[config.mk]
export PLATFORM = sky130hd
export DESIGN_NAME = port_t_s_pin_control
export DESIGN_NICKNAME = d
export VERILOG_FILES = /design/src/pin_ctl_pkg.sv /design/src/port_s_pad_if.sv /design/src/pin_sync2.sv /design/src/port_s_pad_ctl.sv /design/src/port_t_s_pin_control.sv
export VERILOG_INCLUDE_DIRS = /design/src
export SDC_FILE = /design/constraint.sdc
export NUM_CORES = 1
export LEC_CHECK = 0
export ABC_CLOCK_PERIOD_IN_PS = 1400
export BUFFER_PORTS_ARGS = -buffer_cell sky130_fd_sc_hd__buf_2
export CAP_MARGIN = 20
export CELL_PAD_IN_SITES_DETAIL_PLACEMENT = 1
export CELL_PAD_IN_SITES_GLOBAL_PLACEMENT = 1
export CORE_ASPECT_RATIO = 0.9
export CORE_MARGIN = 8
export CORE_UTILIZATION = 34
export DETAILED_ROUTE_END_ITERATION = 12
export HOLD_SLACK_MARGIN = 0.08
export MAX_ROUTING_LAYER = met4
export PLACE_DENSITY_LB_ADDON = 0.08
export SYNTH_ARGS = -nofsm -noshare
export SYNTH_HDL_FRONTEND = slang
export SYNTH_HIERARCHICAL = 1
export SYNTH_SLANG_ARGS = --single-unit
[constraint.sdc]
create_clock -name pclk -period 1.4 [get_ports pclk]
set_input_delay 0.07 -clock pclk [delete_from_list [all_inputs] [get_ports pclk]]
set_output_delay 0.07 -clock pclk [all_outputs]
set_load 0.05 [all_outputs]
[src/pin_ctl_map.svh]
// register indices, reset values and timing counts for the port t/s pin control
`ifndef PIN_CTL_MAP_SVH
`define PIN_CTL_MAP_SVH

// ********************************************************
// register indices (byte address is four times the index)
// ********************************************************
`define PORT_T_PULL_POLARITY_IDX 4'h5
`define PORT_T_ROUTING_SELECT_IDX 4'h7
`define PORT_S_DATA_IDX 4'h8
`define PORT_S_PIN_INPUT_IDX 4'h9
`define PORT_S_DIRECTION_IDX 4'hA
`define PORT_S_DRIVE_STRENGTH_IDX 4'hB
`define PORT_S_PULL_ENABLE_IDX 4'hC
`define PORT_S_PULL_POLARITY_IDX 4'hD

// ********************************************************
// field positions and reset values
// ********************************************************
`define PORT_S_TX_PIN 1
`define PORT_S_RX_PIN 0
`define PORT_T_PULL_POLARITY_RST 8'h00
`define PORT_T_ROUTING_SELECT_RST 5'h00
`define PORT_S_DATA_RST 4'h0
`define PORT_S_DIRECTION_RST 4'h0
`define PORT_S_DRIVE_STRENGTH_RST 4'h0
`define PORT_S_PULL_ENABLE_RST 4'hF
`define PORT_S_PULL_POLARITY_RST 4'h0

// ********************************************************
// timing
// ********************************************************
`define PIN_READ_LAG_CYCLES 2

`endif

[src/pin_ctl_pkg.sv]
// types shared by the port t/s pin control modules
`default_nettype none
package pin_ctl_pkg;
  typedef logic [7:0] port_t_vec_t;
  typedef logic [4:0] route_vec_t;
  typedef logic [3:0] port_s_vec_t;
  typedef logic [3:0] reg_index_t;
  typedef logic [31:0] apb_word_t;
endpackage : pin_ctl_pkg
`default_nettype wire

[src/port_s_pad_if.sv]
// pad control bundle between the register block and the port s pad logic
`default_nettype none
interface port_s_pad_if;
  import pin_ctl_pkg::*;
  port_s_vec_t data;
  port_s_vec_t dir_eff;
  port_s_vec_t drive;
  port_s_vec_t pull_en;
  port_s_vec_t pull_pol;
  port_s_vec_t od_mode;
  logic txd;
  logic tx_en;
  port_s_vec_t pin_out;
  port_s_vec_t pin_oe;
  port_s_vec_t reduced;
  port_s_vec_t pull_up;
  port_s_vec_t pull_down;
  modport ctl (output data, dir_eff, drive, pull_en, pull_pol, od_mode, txd, tx_en,
               input pin_out, pin_oe, reduced, pull_up, pull_down);
  modport pad (input data, dir_eff, drive, pull_en, pull_pol, od_mode, txd, tx_en,
               output pin_out, pin_oe, reduced, pull_up, pull_down);
endinterface : port_s_pad_if
`default_nettype wire

[src/pin_sync2.sv]
// two-stage synchroniser for the four port s pin levels
`default_nettype none
module pin_sync2
  import pin_ctl_pkg::*;
(
  input wire logic pclk, // bus clock
  input wire logic presetn, // async reset, active low
  input wire pin_ctl_pkg::port_s_vec_t pin_async, // raw pin levels
  output var pin_ctl_pkg::port_s_vec_t pin_sync // levels after two flops
);
  port_s_vec_t stage1;
  port_s_vec_t next_stage1;
  port_s_vec_t next_pin_sync;

  // stage1 feeds only stage2
  always_comb begin
    next_stage1 = pin_async;
    next_pin_sync = stage1;
  end

  always_ff @(posedge pclk or negedge presetn) begin
    if (!presetn) begin
      stage1 <= 4'h0;
      pin_sync <= 4'h0;
    end else begin
      stage1 <= next_stage1;
      pin_sync <= next_pin_sync;
    end
  end
endmodule : pin_sync2
`default_nettype wire

[src/port_s_pad_ctl.sv]
// registered pad controls for the four port s pins
`include "pin_ctl_map.svh"
`default_nettype none
module port_s_pad_ctl
  import pin_ctl_pkg::*;
(
  input wire logic pclk, // bus clock
  input wire logic presetn, // async reset, active low
  port_s_pad_if.pad pads // configuration in, pad controls out
);
  port_s_vec_t next_out;
  port_s_vec_t next_oe;
  port_s_vec_t next_reduced;
  port_s_vec_t next_pull_up;
  port_s_vec_t next_pull_down;
  port_s_vec_t value;
  port_s_vec_t pull_on;

  // ********************************************************
  // pad decode
  // ********************************************************
  always_comb begin
    value = pads.data;
    if (pads.tx_en) begin
      value[`PORT_S_TX_PIN] = pads.txd;
    end
    // open-drain drives low only, high is left floating
    next_out = value & ~pads.od_mode;
    next_oe = pads.dir_eff & ~(pads.od_mode & value);
    next_reduced = pads.drive & pads.dir_eff;
    pull_on = pads.pull_en & (~pads.dir_eff | pads.od_mode);
    next_pull_up = pull_on & ~pads.pull_pol;
    next_pull_down = pull_on & pads.pull_pol & ~pads.dir_eff;
  end

  always_ff @(posedge pclk or negedge presetn) begin
    if (!presetn) begin
      pads.pin_out <= 4'h0;
      pads.pin_oe <= 4'h0;
      pads.reduced <= 4'h0;
      pads.pull_up <= 4'h0;
      pads.pull_down <= 4'h0;
    end else begin
      pads.pin_out <= next_out;
      pads.pin_oe <= next_oe;
      pads.reduced <= next_reduced;
      pads.pull_up <= next_pull_up;
      pads.pull_down <= next_pull_down;
    end
  end
endmodule : port_s_pad_ctl
`default_nettype wire

[src/port_t_s_pin_control.sv]
// port t/s pin control: apb register block, pull, routing and direction logic
//
// Summary of operation
// - port t polarity 0 gives pull-up, 1 pull-down, for enabled input pins.
// - each of five routing bits picks timer at 0, pwm at 1.
// - port s data read gives stored bit for outputs, pin level otherwise.
// - serial transmit forces pin 1 output, serial receive forces pin 0 input.
// - port s input register always reads pin levels; writes do nothing.
// - port s direction bit 0 makes input, 1 output, unless overridden.
// - enabled serial channel overrides its pin; direction bits rule again after.
// - reads may lag a direction change by up to two bus cycles.
// - drive bit 0 full, 1 about one third; ignored on inputs.
// - pull enable acts on inputs and open-drain outputs; pull-ups on after reset.
// - polarity 0 pull-up on input or open-drain, 1 pull-down on inputs only.
// - open-drain mode drives low only; clear means push-pull.
`include "pin_ctl_map.svh"
`default_nettype none
module port_t_s_pin_control
  import pin_ctl_pkg::*;
(
  input wire logic pclk, // bus clock, 100 MHz
  input wire logic presetn, // async reset, active low
  input wire logic [7:0] paddr, // apb byte address
  input wire logic psel, // apb select
  input wire logic penable, // apb access phase
  input wire logic pwrite, // apb write
  input wire pin_ctl_pkg::apb_word_t pwdata, // apb write data
  output var pin_ctl_pkg::apb_word_t prdata, // apb read data
  output var logic pready, // apb ready
  output var logic pslverr, // unmapped address
  input wire pin_ctl_pkg::port_t_vec_t port_t_pull_enable, // port t pull enables
  input wire pin_ctl_pkg::port_t_vec_t port_t_dir, // port t effective direction
  output var pin_ctl_pkg::port_t_vec_t port_t_pull_up, // port t pull-up on
  output var pin_ctl_pkg::port_t_vec_t port_t_pull_down, // port t pull-down on
  input wire pin_ctl_pkg::route_vec_t timer_module_out, // timer channel outputs
  input wire pin_ctl_pkg::route_vec_t pwm_out, // pwm channel outputs
  output var pin_ctl_pkg::route_vec_t port_t_route_out, // routed port t outputs
  input wire pin_ctl_pkg::port_s_vec_t port_s_open_drain_mode, // open-drain per pin
  input wire logic serial_interface_tx_en, // serial transmitter enabled
  input wire logic serial_interface_rx_en, // serial receiver enabled
  input wire logic serial_interface_txd, // serial transmit data
  output var logic serial_interface_rxd, // serial receive data
  input wire pin_ctl_pkg::port_s_vec_t port_s_pin_in, // port s pin levels
  output var pin_ctl_pkg::port_s_vec_t port_s_pin_out, // port s output values
  output var pin_ctl_pkg::port_s_vec_t port_s_pin_oe, // port s output enables
  output var pin_ctl_pkg::port_s_vec_t port_s_reduced_drive, // reduced drive on
  output var pin_ctl_pkg::port_s_vec_t port_s_pull_up, // port s pull-up on
  output var pin_ctl_pkg::port_s_vec_t port_s_pull_down // port s pull-down on
);

  // ********************************************************
  // declarations
  // ********************************************************
  port_t_vec_t port_t_pull_polarity;
  route_vec_t port_t_routing_select;
  port_s_vec_t port_s_data;
  port_s_vec_t port_s_direction;
  port_s_vec_t port_s_drive_strength;
  port_s_vec_t port_s_pull_enable;
  port_s_vec_t port_s_pull_polarity;
  port_t_vec_t next_port_t_pull_polarity;
  route_vec_t next_port_t_routing_select;
  port_s_vec_t next_port_s_data;
  port_s_vec_t next_port_s_direction;
  port_s_vec_t next_port_s_drive_strength;
  port_s_vec_t next_port_s_pull_enable;
  port_s_vec_t next_port_s_pull_polarity;
  apb_word_t next_prdata;
  logic next_pready;
  logic next_pslverr;
  port_t_vec_t next_port_t_pull_up;
  port_t_vec_t next_port_t_pull_down;
  route_vec_t next_port_t_route_out;
  port_s_vec_t pin_level;
  port_s_vec_t dir_eff;
  port_s_vec_t read_data_view;
  reg_index_t idx;
  logic setup;
  logic wr_take;

  port_s_pad_if pad_bus ();

  // ********************************************************
  // address decode
  // ********************************************************
  function automatic reg_index_t reg_index(input logic [7:0] addr);
    return addr[5:2];
  endfunction : reg_index

  function automatic logic reg_mapped(input logic [7:0] addr);
    logic hit;
    hit = 1'b0;
    if (addr[1:0] == 2'h0 && addr[7:6] == 2'h0) begin
      unique case (addr[5:2])
        `PORT_T_PULL_POLARITY_IDX, `PORT_T_ROUTING_SELECT_IDX,
        `PORT_S_DATA_IDX, `PORT_S_PIN_INPUT_IDX, `PORT_S_DIRECTION_IDX,
        `PORT_S_DRIVE_STRENGTH_IDX, `PORT_S_PULL_ENABLE_IDX,
        `PORT_S_PULL_POLARITY_IDX: hit = 1'b1;
        default: hit = 1'b0;
      endcase
    end
    return hit;
  endfunction : reg_mapped

  // ********************************************************
  // pin sampling and pad logic
  // ********************************************************
  // two flops on the pin levels; reads lag by their depth
  pin_sync2 u_pin_sync (
    .pclk(pclk),
    .presetn(presetn),
    .pin_async(port_s_pin_in),
    .pin_sync(pin_level)
  );

  port_s_pad_ctl u_pad_ctl (
    .pclk(pclk),
    .presetn(presetn),
    .pads(pad_bus.pad)
  );

  // serial channels take their pins away from the direction bits
  always_comb begin
    dir_eff = port_s_direction;
    if (serial_interface_tx_en) begin
      dir_eff[`PORT_S_TX_PIN] = 1'b1;
    end
    if (serial_interface_rx_en) begin
      dir_eff[`PORT_S_RX_PIN] = 1'b0;
    end
    read_data_view = (dir_eff & port_s_data) | (~dir_eff & pin_level);
  end

  // configuration to the pad logic
  assign pad_bus.data = port_s_data;
  assign pad_bus.dir_eff = dir_eff;
  assign pad_bus.drive = port_s_drive_strength;
  assign pad_bus.pull_en = port_s_pull_enable;
  assign pad_bus.pull_pol = port_s_pull_polarity;
  assign pad_bus.od_mode = port_s_open_drain_mode;
  assign pad_bus.txd = serial_interface_txd;
  assign pad_bus.tx_en = serial_interface_tx_en;

  // pad controls come straight from flops in the pad logic
  assign port_s_pin_out = pad_bus.pin_out;
  assign port_s_pin_oe = pad_bus.pin_oe;
  assign port_s_reduced_drive = pad_bus.reduced;
  assign port_s_pull_up = pad_bus.pull_up;
  assign port_s_pull_down = pad_bus.pull_down;
  assign serial_interface_rxd = pin_level[`PORT_S_RX_PIN];

  // ********************************************************
  // apb slave and register file
  // ********************************************************
  always_comb begin
    idx = reg_index(paddr);
    setup = psel && !penable;
    wr_take = psel && penable && pready && pwrite && reg_mapped(paddr);
    next_pready = setup;
    next_pslverr = setup && !reg_mapped(paddr);
    next_prdata = prdata;
    next_port_t_pull_polarity = port_t_pull_polarity;
    next_port_t_routing_select = port_t_routing_select;
    next_port_s_data = port_s_data;
    next_port_s_direction = port_s_direction;
    next_port_s_drive_strength = port_s_drive_strength;
    next_port_s_pull_enable = port_s_pull_enable;
    next_port_s_pull_polarity = port_s_pull_polarity;
    // read data is fetched in the setup cycle; upper bits stay zero
    if (setup) begin
      next_prdata = 32'h0000_0000;
      if (reg_mapped(paddr) && !pwrite) begin
        unique case (idx)
          `PORT_T_PULL_POLARITY_IDX: next_prdata[7:0] = port_t_pull_polarity;
          `PORT_T_ROUTING_SELECT_IDX: next_prdata[4:0] = port_t_routing_select;
          `PORT_S_DATA_IDX: next_prdata[3:0] = read_data_view;
          `PORT_S_PIN_INPUT_IDX: next_prdata[3:0] = pin_level;
          `PORT_S_DIRECTION_IDX: next_prdata[3:0] = port_s_direction;
          `PORT_S_DRIVE_STRENGTH_IDX: next_prdata[3:0] = port_s_drive_strength;
          `PORT_S_PULL_ENABLE_IDX: next_prdata[3:0] = port_s_pull_enable;
          `PORT_S_PULL_POLARITY_IDX: next_prdata[3:0] = port_s_pull_polarity;
          default: next_prdata = 32'h0000_0000;
        endcase
      end
    end
    // writes land at the access edge; the input register takes none
    if (wr_take) begin
      unique case (idx)
        `PORT_T_PULL_POLARITY_IDX: next_port_t_pull_polarity = pwdata[7:0];
        `PORT_T_ROUTING_SELECT_IDX: next_port_t_routing_select = pwdata[4:0];
        `PORT_S_DATA_IDX: next_port_s_data = pwdata[3:0];
        `PORT_S_DIRECTION_IDX: next_port_s_direction = pwdata[3:0];
        `PORT_S_DRIVE_STRENGTH_IDX: next_port_s_drive_strength = pwdata[3:0];
        `PORT_S_PULL_ENABLE_IDX: next_port_s_pull_enable = pwdata[3:0];
        `PORT_S_PULL_POLARITY_IDX: next_port_s_pull_polarity = pwdata[3:0];
        default: next_port_s_data = port_s_data;
      endcase
    end
  end

  always_ff @(posedge pclk or negedge presetn) begin
    if (!presetn) begin
      prdata <= 32'h0000_0000;
      pready <= 1'b0;
      pslverr <= 1'b0;
      port_t_pull_polarity <= `PORT_T_PULL_POLARITY_RST;
      port_t_routing_select <= `PORT_T_ROUTING_SELECT_RST;
      port_s_data <= `PORT_S_DATA_RST;
      port_s_direction <= `PORT_S_DIRECTION_RST;
      port_s_drive_strength <= `PORT_S_DRIVE_STRENGTH_RST;
      port_s_pull_enable <= `PORT_S_PULL_ENABLE_RST;
      port_s_pull_polarity <= `PORT_S_PULL_POLARITY_RST;
    end else begin
      prdata <= next_prdata;
      pready <= next_pready;
      pslverr <= next_pslverr;
      port_t_pull_polarity <= next_port_t_pull_polarity;
      port_t_routing_select <= next_port_t_routing_select;
      port_s_data <= next_port_s_data;
      port_s_direction <= next_port_s_direction;
      port_s_drive_strength <= next_port_s_drive_strength;
      port_s_pull_enable <= next_port_s_pull_enable;
      port_s_pull_polarity <= next_port_s_pull_polarity;
    end
  end

  // ********************************************************
  // port t pull select and routing
  // ********************************************************
  always_comb begin
    next_port_t_pull_up = port_t_pull_enable & ~port_t_dir & ~port_t_pull_polarity;
    next_port_t_pull_down = port_t_pull_enable & ~port_t_dir & port_t_pull_polarity;
    // routing bit 4 is left to software on four-channel parts
    next_port_t_route_out = (port_t_routing_select & pwm_out) |
                            (~port_t_routing_select & timer_module_out);
  end

  always_ff @(posedge pclk or negedge presetn) begin
    if (!presetn) begin
      port_t_pull_up <= 8'h00;
      port_t_pull_down <= 8'h00;
      port_t_route_out <= 5'h00;
    end else begin
      port_t_pull_up <= next_port_t_pull_up;
      port_t_pull_down <= next_port_t_pull_down;
      port_t_route_out <= next_port_t_route_out;
    end
  end
endmodule : port_t_s_pin_control
`default_nettype wire

==> results.py <==
metrics = {
    "status": {
        "outcome": "finished with violations",
        "failed_checks": "setup timing",
    },
    "synthesis": {
        "ys.flop_type": "dfrtp_1",
        "ys_warn_count": 6,
        "syn_area_um2": 3900,
        "ys_top_cells_by_area": "dfrtp_1 57%, mux2_2 10%, buf_4 4.6%",
        "yosys.area.top_type_share_pct": 56.5,
        "synth_top_family_by_area": "multiplexers",
        "yosys.area.top_type": "dfrtp_1",
        "synthAdderAreaFrac_pct": 0,
        "synth-edff-count": 0,
        "synth.distinct_cells": 42,
        "avgSynthCellArea_um2": 13.3,
        "synth_compound_area_share_pct": 5.39,
        "synth_xor_area_share_pct": 0,
        "synthArstFlopShare_pct": 100,
        "synth-simple-area-share_pct": 14.7,
        "synth.area.mux_share_pct": 14.9,
        "ys_seq_area_share_pct": 59.2,
        "syn_inst": 292,
        "ys_seq_elements": 92,
    },
    "worst_setup_path": {
        "crit_type": "reg -> reg",
        "cp-start-kind": "flop",
        "timing.rr.end": "pad_bus.drive[0]",
        "reg2reg_slack_ns": -0.13,
        "reg2regPathDepth": 4,
        "critPathMaxFanout": 7,
        "critPathCaptureType": "flop",
        "r2r_start": "pready",
        "required_ns": 1.63,
        "crit_path_start": "pready",
        "endpoint": "pad_bus.drive[0]",
        "cp.arrival_ns": 1.76,
    },
    "global_routing": {
        "grt_pass1_vias": 3358,
        "grt_pass1_wl_um": 17900,
        "grt_start_max_net_pins": 36,
        "antenna_found_initial": 0,
        "grt_overflow_total": 0,
        "grt_use_total_pct": 15.6,
    },
    "finish": {
        "drive_gt1_share_pct": 45.7,
        "num_antenna_cells": 0,
        "syn2layout_area_growth_pct": 48.7,
        "final_common_cell": "buf_2",
        "layout.nets": 578,
        "final_cells": 657,
        "final_cell_mix": "108 x buf_2, 87 x dfrtp_1, 49 x dlygate4sd3_1, 39 x buf_4",
        "stdcell_area_um2": 5800,
    },
    "hold_path": {
        "hold_class": "in -> reg",
    },
    "clock_network": {
        "numCtsBuffers": 9,
        "clock-sinks": 92,
        "cts_max_level": 3,
        "ctsRootBufferMaster": "clkbuf_16",
        "cts.path.max_buffers": 2,
        "path_clk_slew_ns": 0.07,
        "clk_latency_ns": 0.34,
        "cts_tree": "done",
    },
    "timing": {
        "finalCritPeriodShare_pct": 110,
        "fmaxAchievable_mhz": 652,
        "period_minus_slack_ns": 1.53,
        "worst_slack_ns": -0.134,
        "setup_viol": 33,
        "hold_violations": 0,
        "rsz0062_at_grt": "true",
        "finalClockSkew_ns": 0.00377,
        "drv_slew": 0,
    },
    "placed_design": {
        "postPlaceCellArea_um2": 4840,
        "hpwl_um": 7970,
        "place_ws_ns": -0.244,
        "dp_cells": 589,
        "port_buffers": 109,
        "gp_congestion": 0.771,
    },
    "pwr": {
        "ir_worst_vdd_uv": 626,
        "power.leakage_nw": 2.97,
        "p_per_area_nw_per_um2": 1080,
    },
    "routing": {
        "avgViaCountPerCell": 4.46,
        "wl_um": 10900,
        "drt-wirelength-per-cell_um": 16.6,
        "ant_nets": 0,
        "drtIter0Drc": 99,
        "vias": 2931,
        "post-route-drc-count": 0,
        "dr.pass1.iters": 4,
    },
    "floorplan": {
        "die_h_um": 118,
        "core-area_um2": 11300,
        "row_count": 37,
        "fp.dieW_um": 129,
        "initial_core_util_pct": 34.5,
        "io-pin-count": 158,
        "die-area_um2": 15100,
    },
    "run": {
        "maxCapViolCount": 0,
    },
}
==> cells by family (layout without fill, tap and decap cells) <==
logic type | count (synthesis) | count (layout)
AOI/OAI and AO/OA | 31 | 31
buffers and inverters | 34 | 220
muxes | 51 | 51
and+or+nand+nor | 83 | 83
DFF | 92 | 92
other | 1 | 24
==> synth_stat cells, types with 2 or more instances <==
cell,number
nor3_2,2
nor3b_1,13
o22ai_1,3
nand3_1,2
mux2_2,35
buf_2,4
dfstp_2,4
and3b_1,8
mux2_4,5
a21boi_0,3
nor2_1,8
mux2i_1,11
nand3b_1,3
buf_4,24
nor3_1,4
a21oi_1,6
nand2_1,17
o21ai_0,8
and2_1,4
nor2b_1,10
dfrtp_1,88
a22o_1,3
inv_1,5
nor4_4,3
o221a_2,2
==> layout make-up <==
cell class,instances,area [um^2]
inverters,5,18.8
well taps,156,195
clock buffers,9,225
flip-flops and latches,92,2310
fillers,1219,5500
multi-input cells,189,1560
repair buffers,199,1370
clock inverters,7,124
==> where the power goes <==
part           total [mW]  switching, mW  leakage, nW  internal [mW]
Clock                2.79           1.03        0.166           1.76
Sequential           2.72         0.0156         1.23           2.70
Combinational       0.733          0.468         1.58          0.265
==> worst max-delay path, stage by stage (launching register included) <==
cell and delay [ns]:
dfrtp_2 0.35, and4_4 0.26, nand2_8 0.09, or3_4 0.40
mux2_4 0.31
==> per-layer routing <==
layer	wire length [um]	track usage, %	part of all wire [%]	vias to the layer above
li1	-	-	-	1383
met1	4840	18.9	44	1461
met2	5380	24.7	49	76
met3	561	4.30	5.1	11
met4	123	4.62	1.1	0
met5	0	-	0	-
==> through the flow <==
step | hold slack (ns) | total power, mW | setup TNS [ns] | util (%)
6_report | 0.0963 | 6.24 | -2.96 | 51.3
5_1_grt | 0.100 | 6.48 | -4.73 | 51.3
4_1_cts | 0.0939 | 6.33 | -3.20 | 51.1
3_5_place_dp | -0.0524 | 3.39 | -5.46 | 42.8
3_3_place_gp | -0.0503 | 3.38 | -3.96 | 42.8
2_1_floorplan | -0.226 | 3.17 | -8.01 | -
==> how the worst min path moves through the flow <==
stage | from | to | slack, ns | cells past startpoint
after global routing | pwdata[2] | pad_bus.pull_en[2] | 0.10 | 2
final | pwdata[1] | pad_bus.drive[1] | 0.1 | 2
after global placement | presetn | u_pad_ctl/pads.pin_oe[1] | -0.05 | 1
after floorplan | presetn | pad_bus.data[0] | -0.23 | 0
after CTS | pwdata[3] | pad_bus.pull_pol[3] | 0.09 | 2
after detailed placement | presetn | u_pad_ctl/pads.pin_oe[1] | -0.05 | 1
==> state kept, by name, summed over array words and instances, names as in the netlist, 5 cells and up <==
| signal | count |
|---|---|
| port_t_pull_up | 8 |
| prdata | 8 |
| port_t_pull_down | 8 |
| port_t_pull_polarity | 8 |
| port_t_route_out | 5 |
| port_t_routing_select | 5 |
==> repair_timing <==
item                                    in CTS  in global routing
hold endpoints to repair                   133                  0
buffers inserted                             2                  1
endpoints found under the setup margin      33                 37
hold buffers                                49                  0
gates resized for setup                     19                  3
pin swaps                                    1                  0
(Power assumes the default switching activity.)
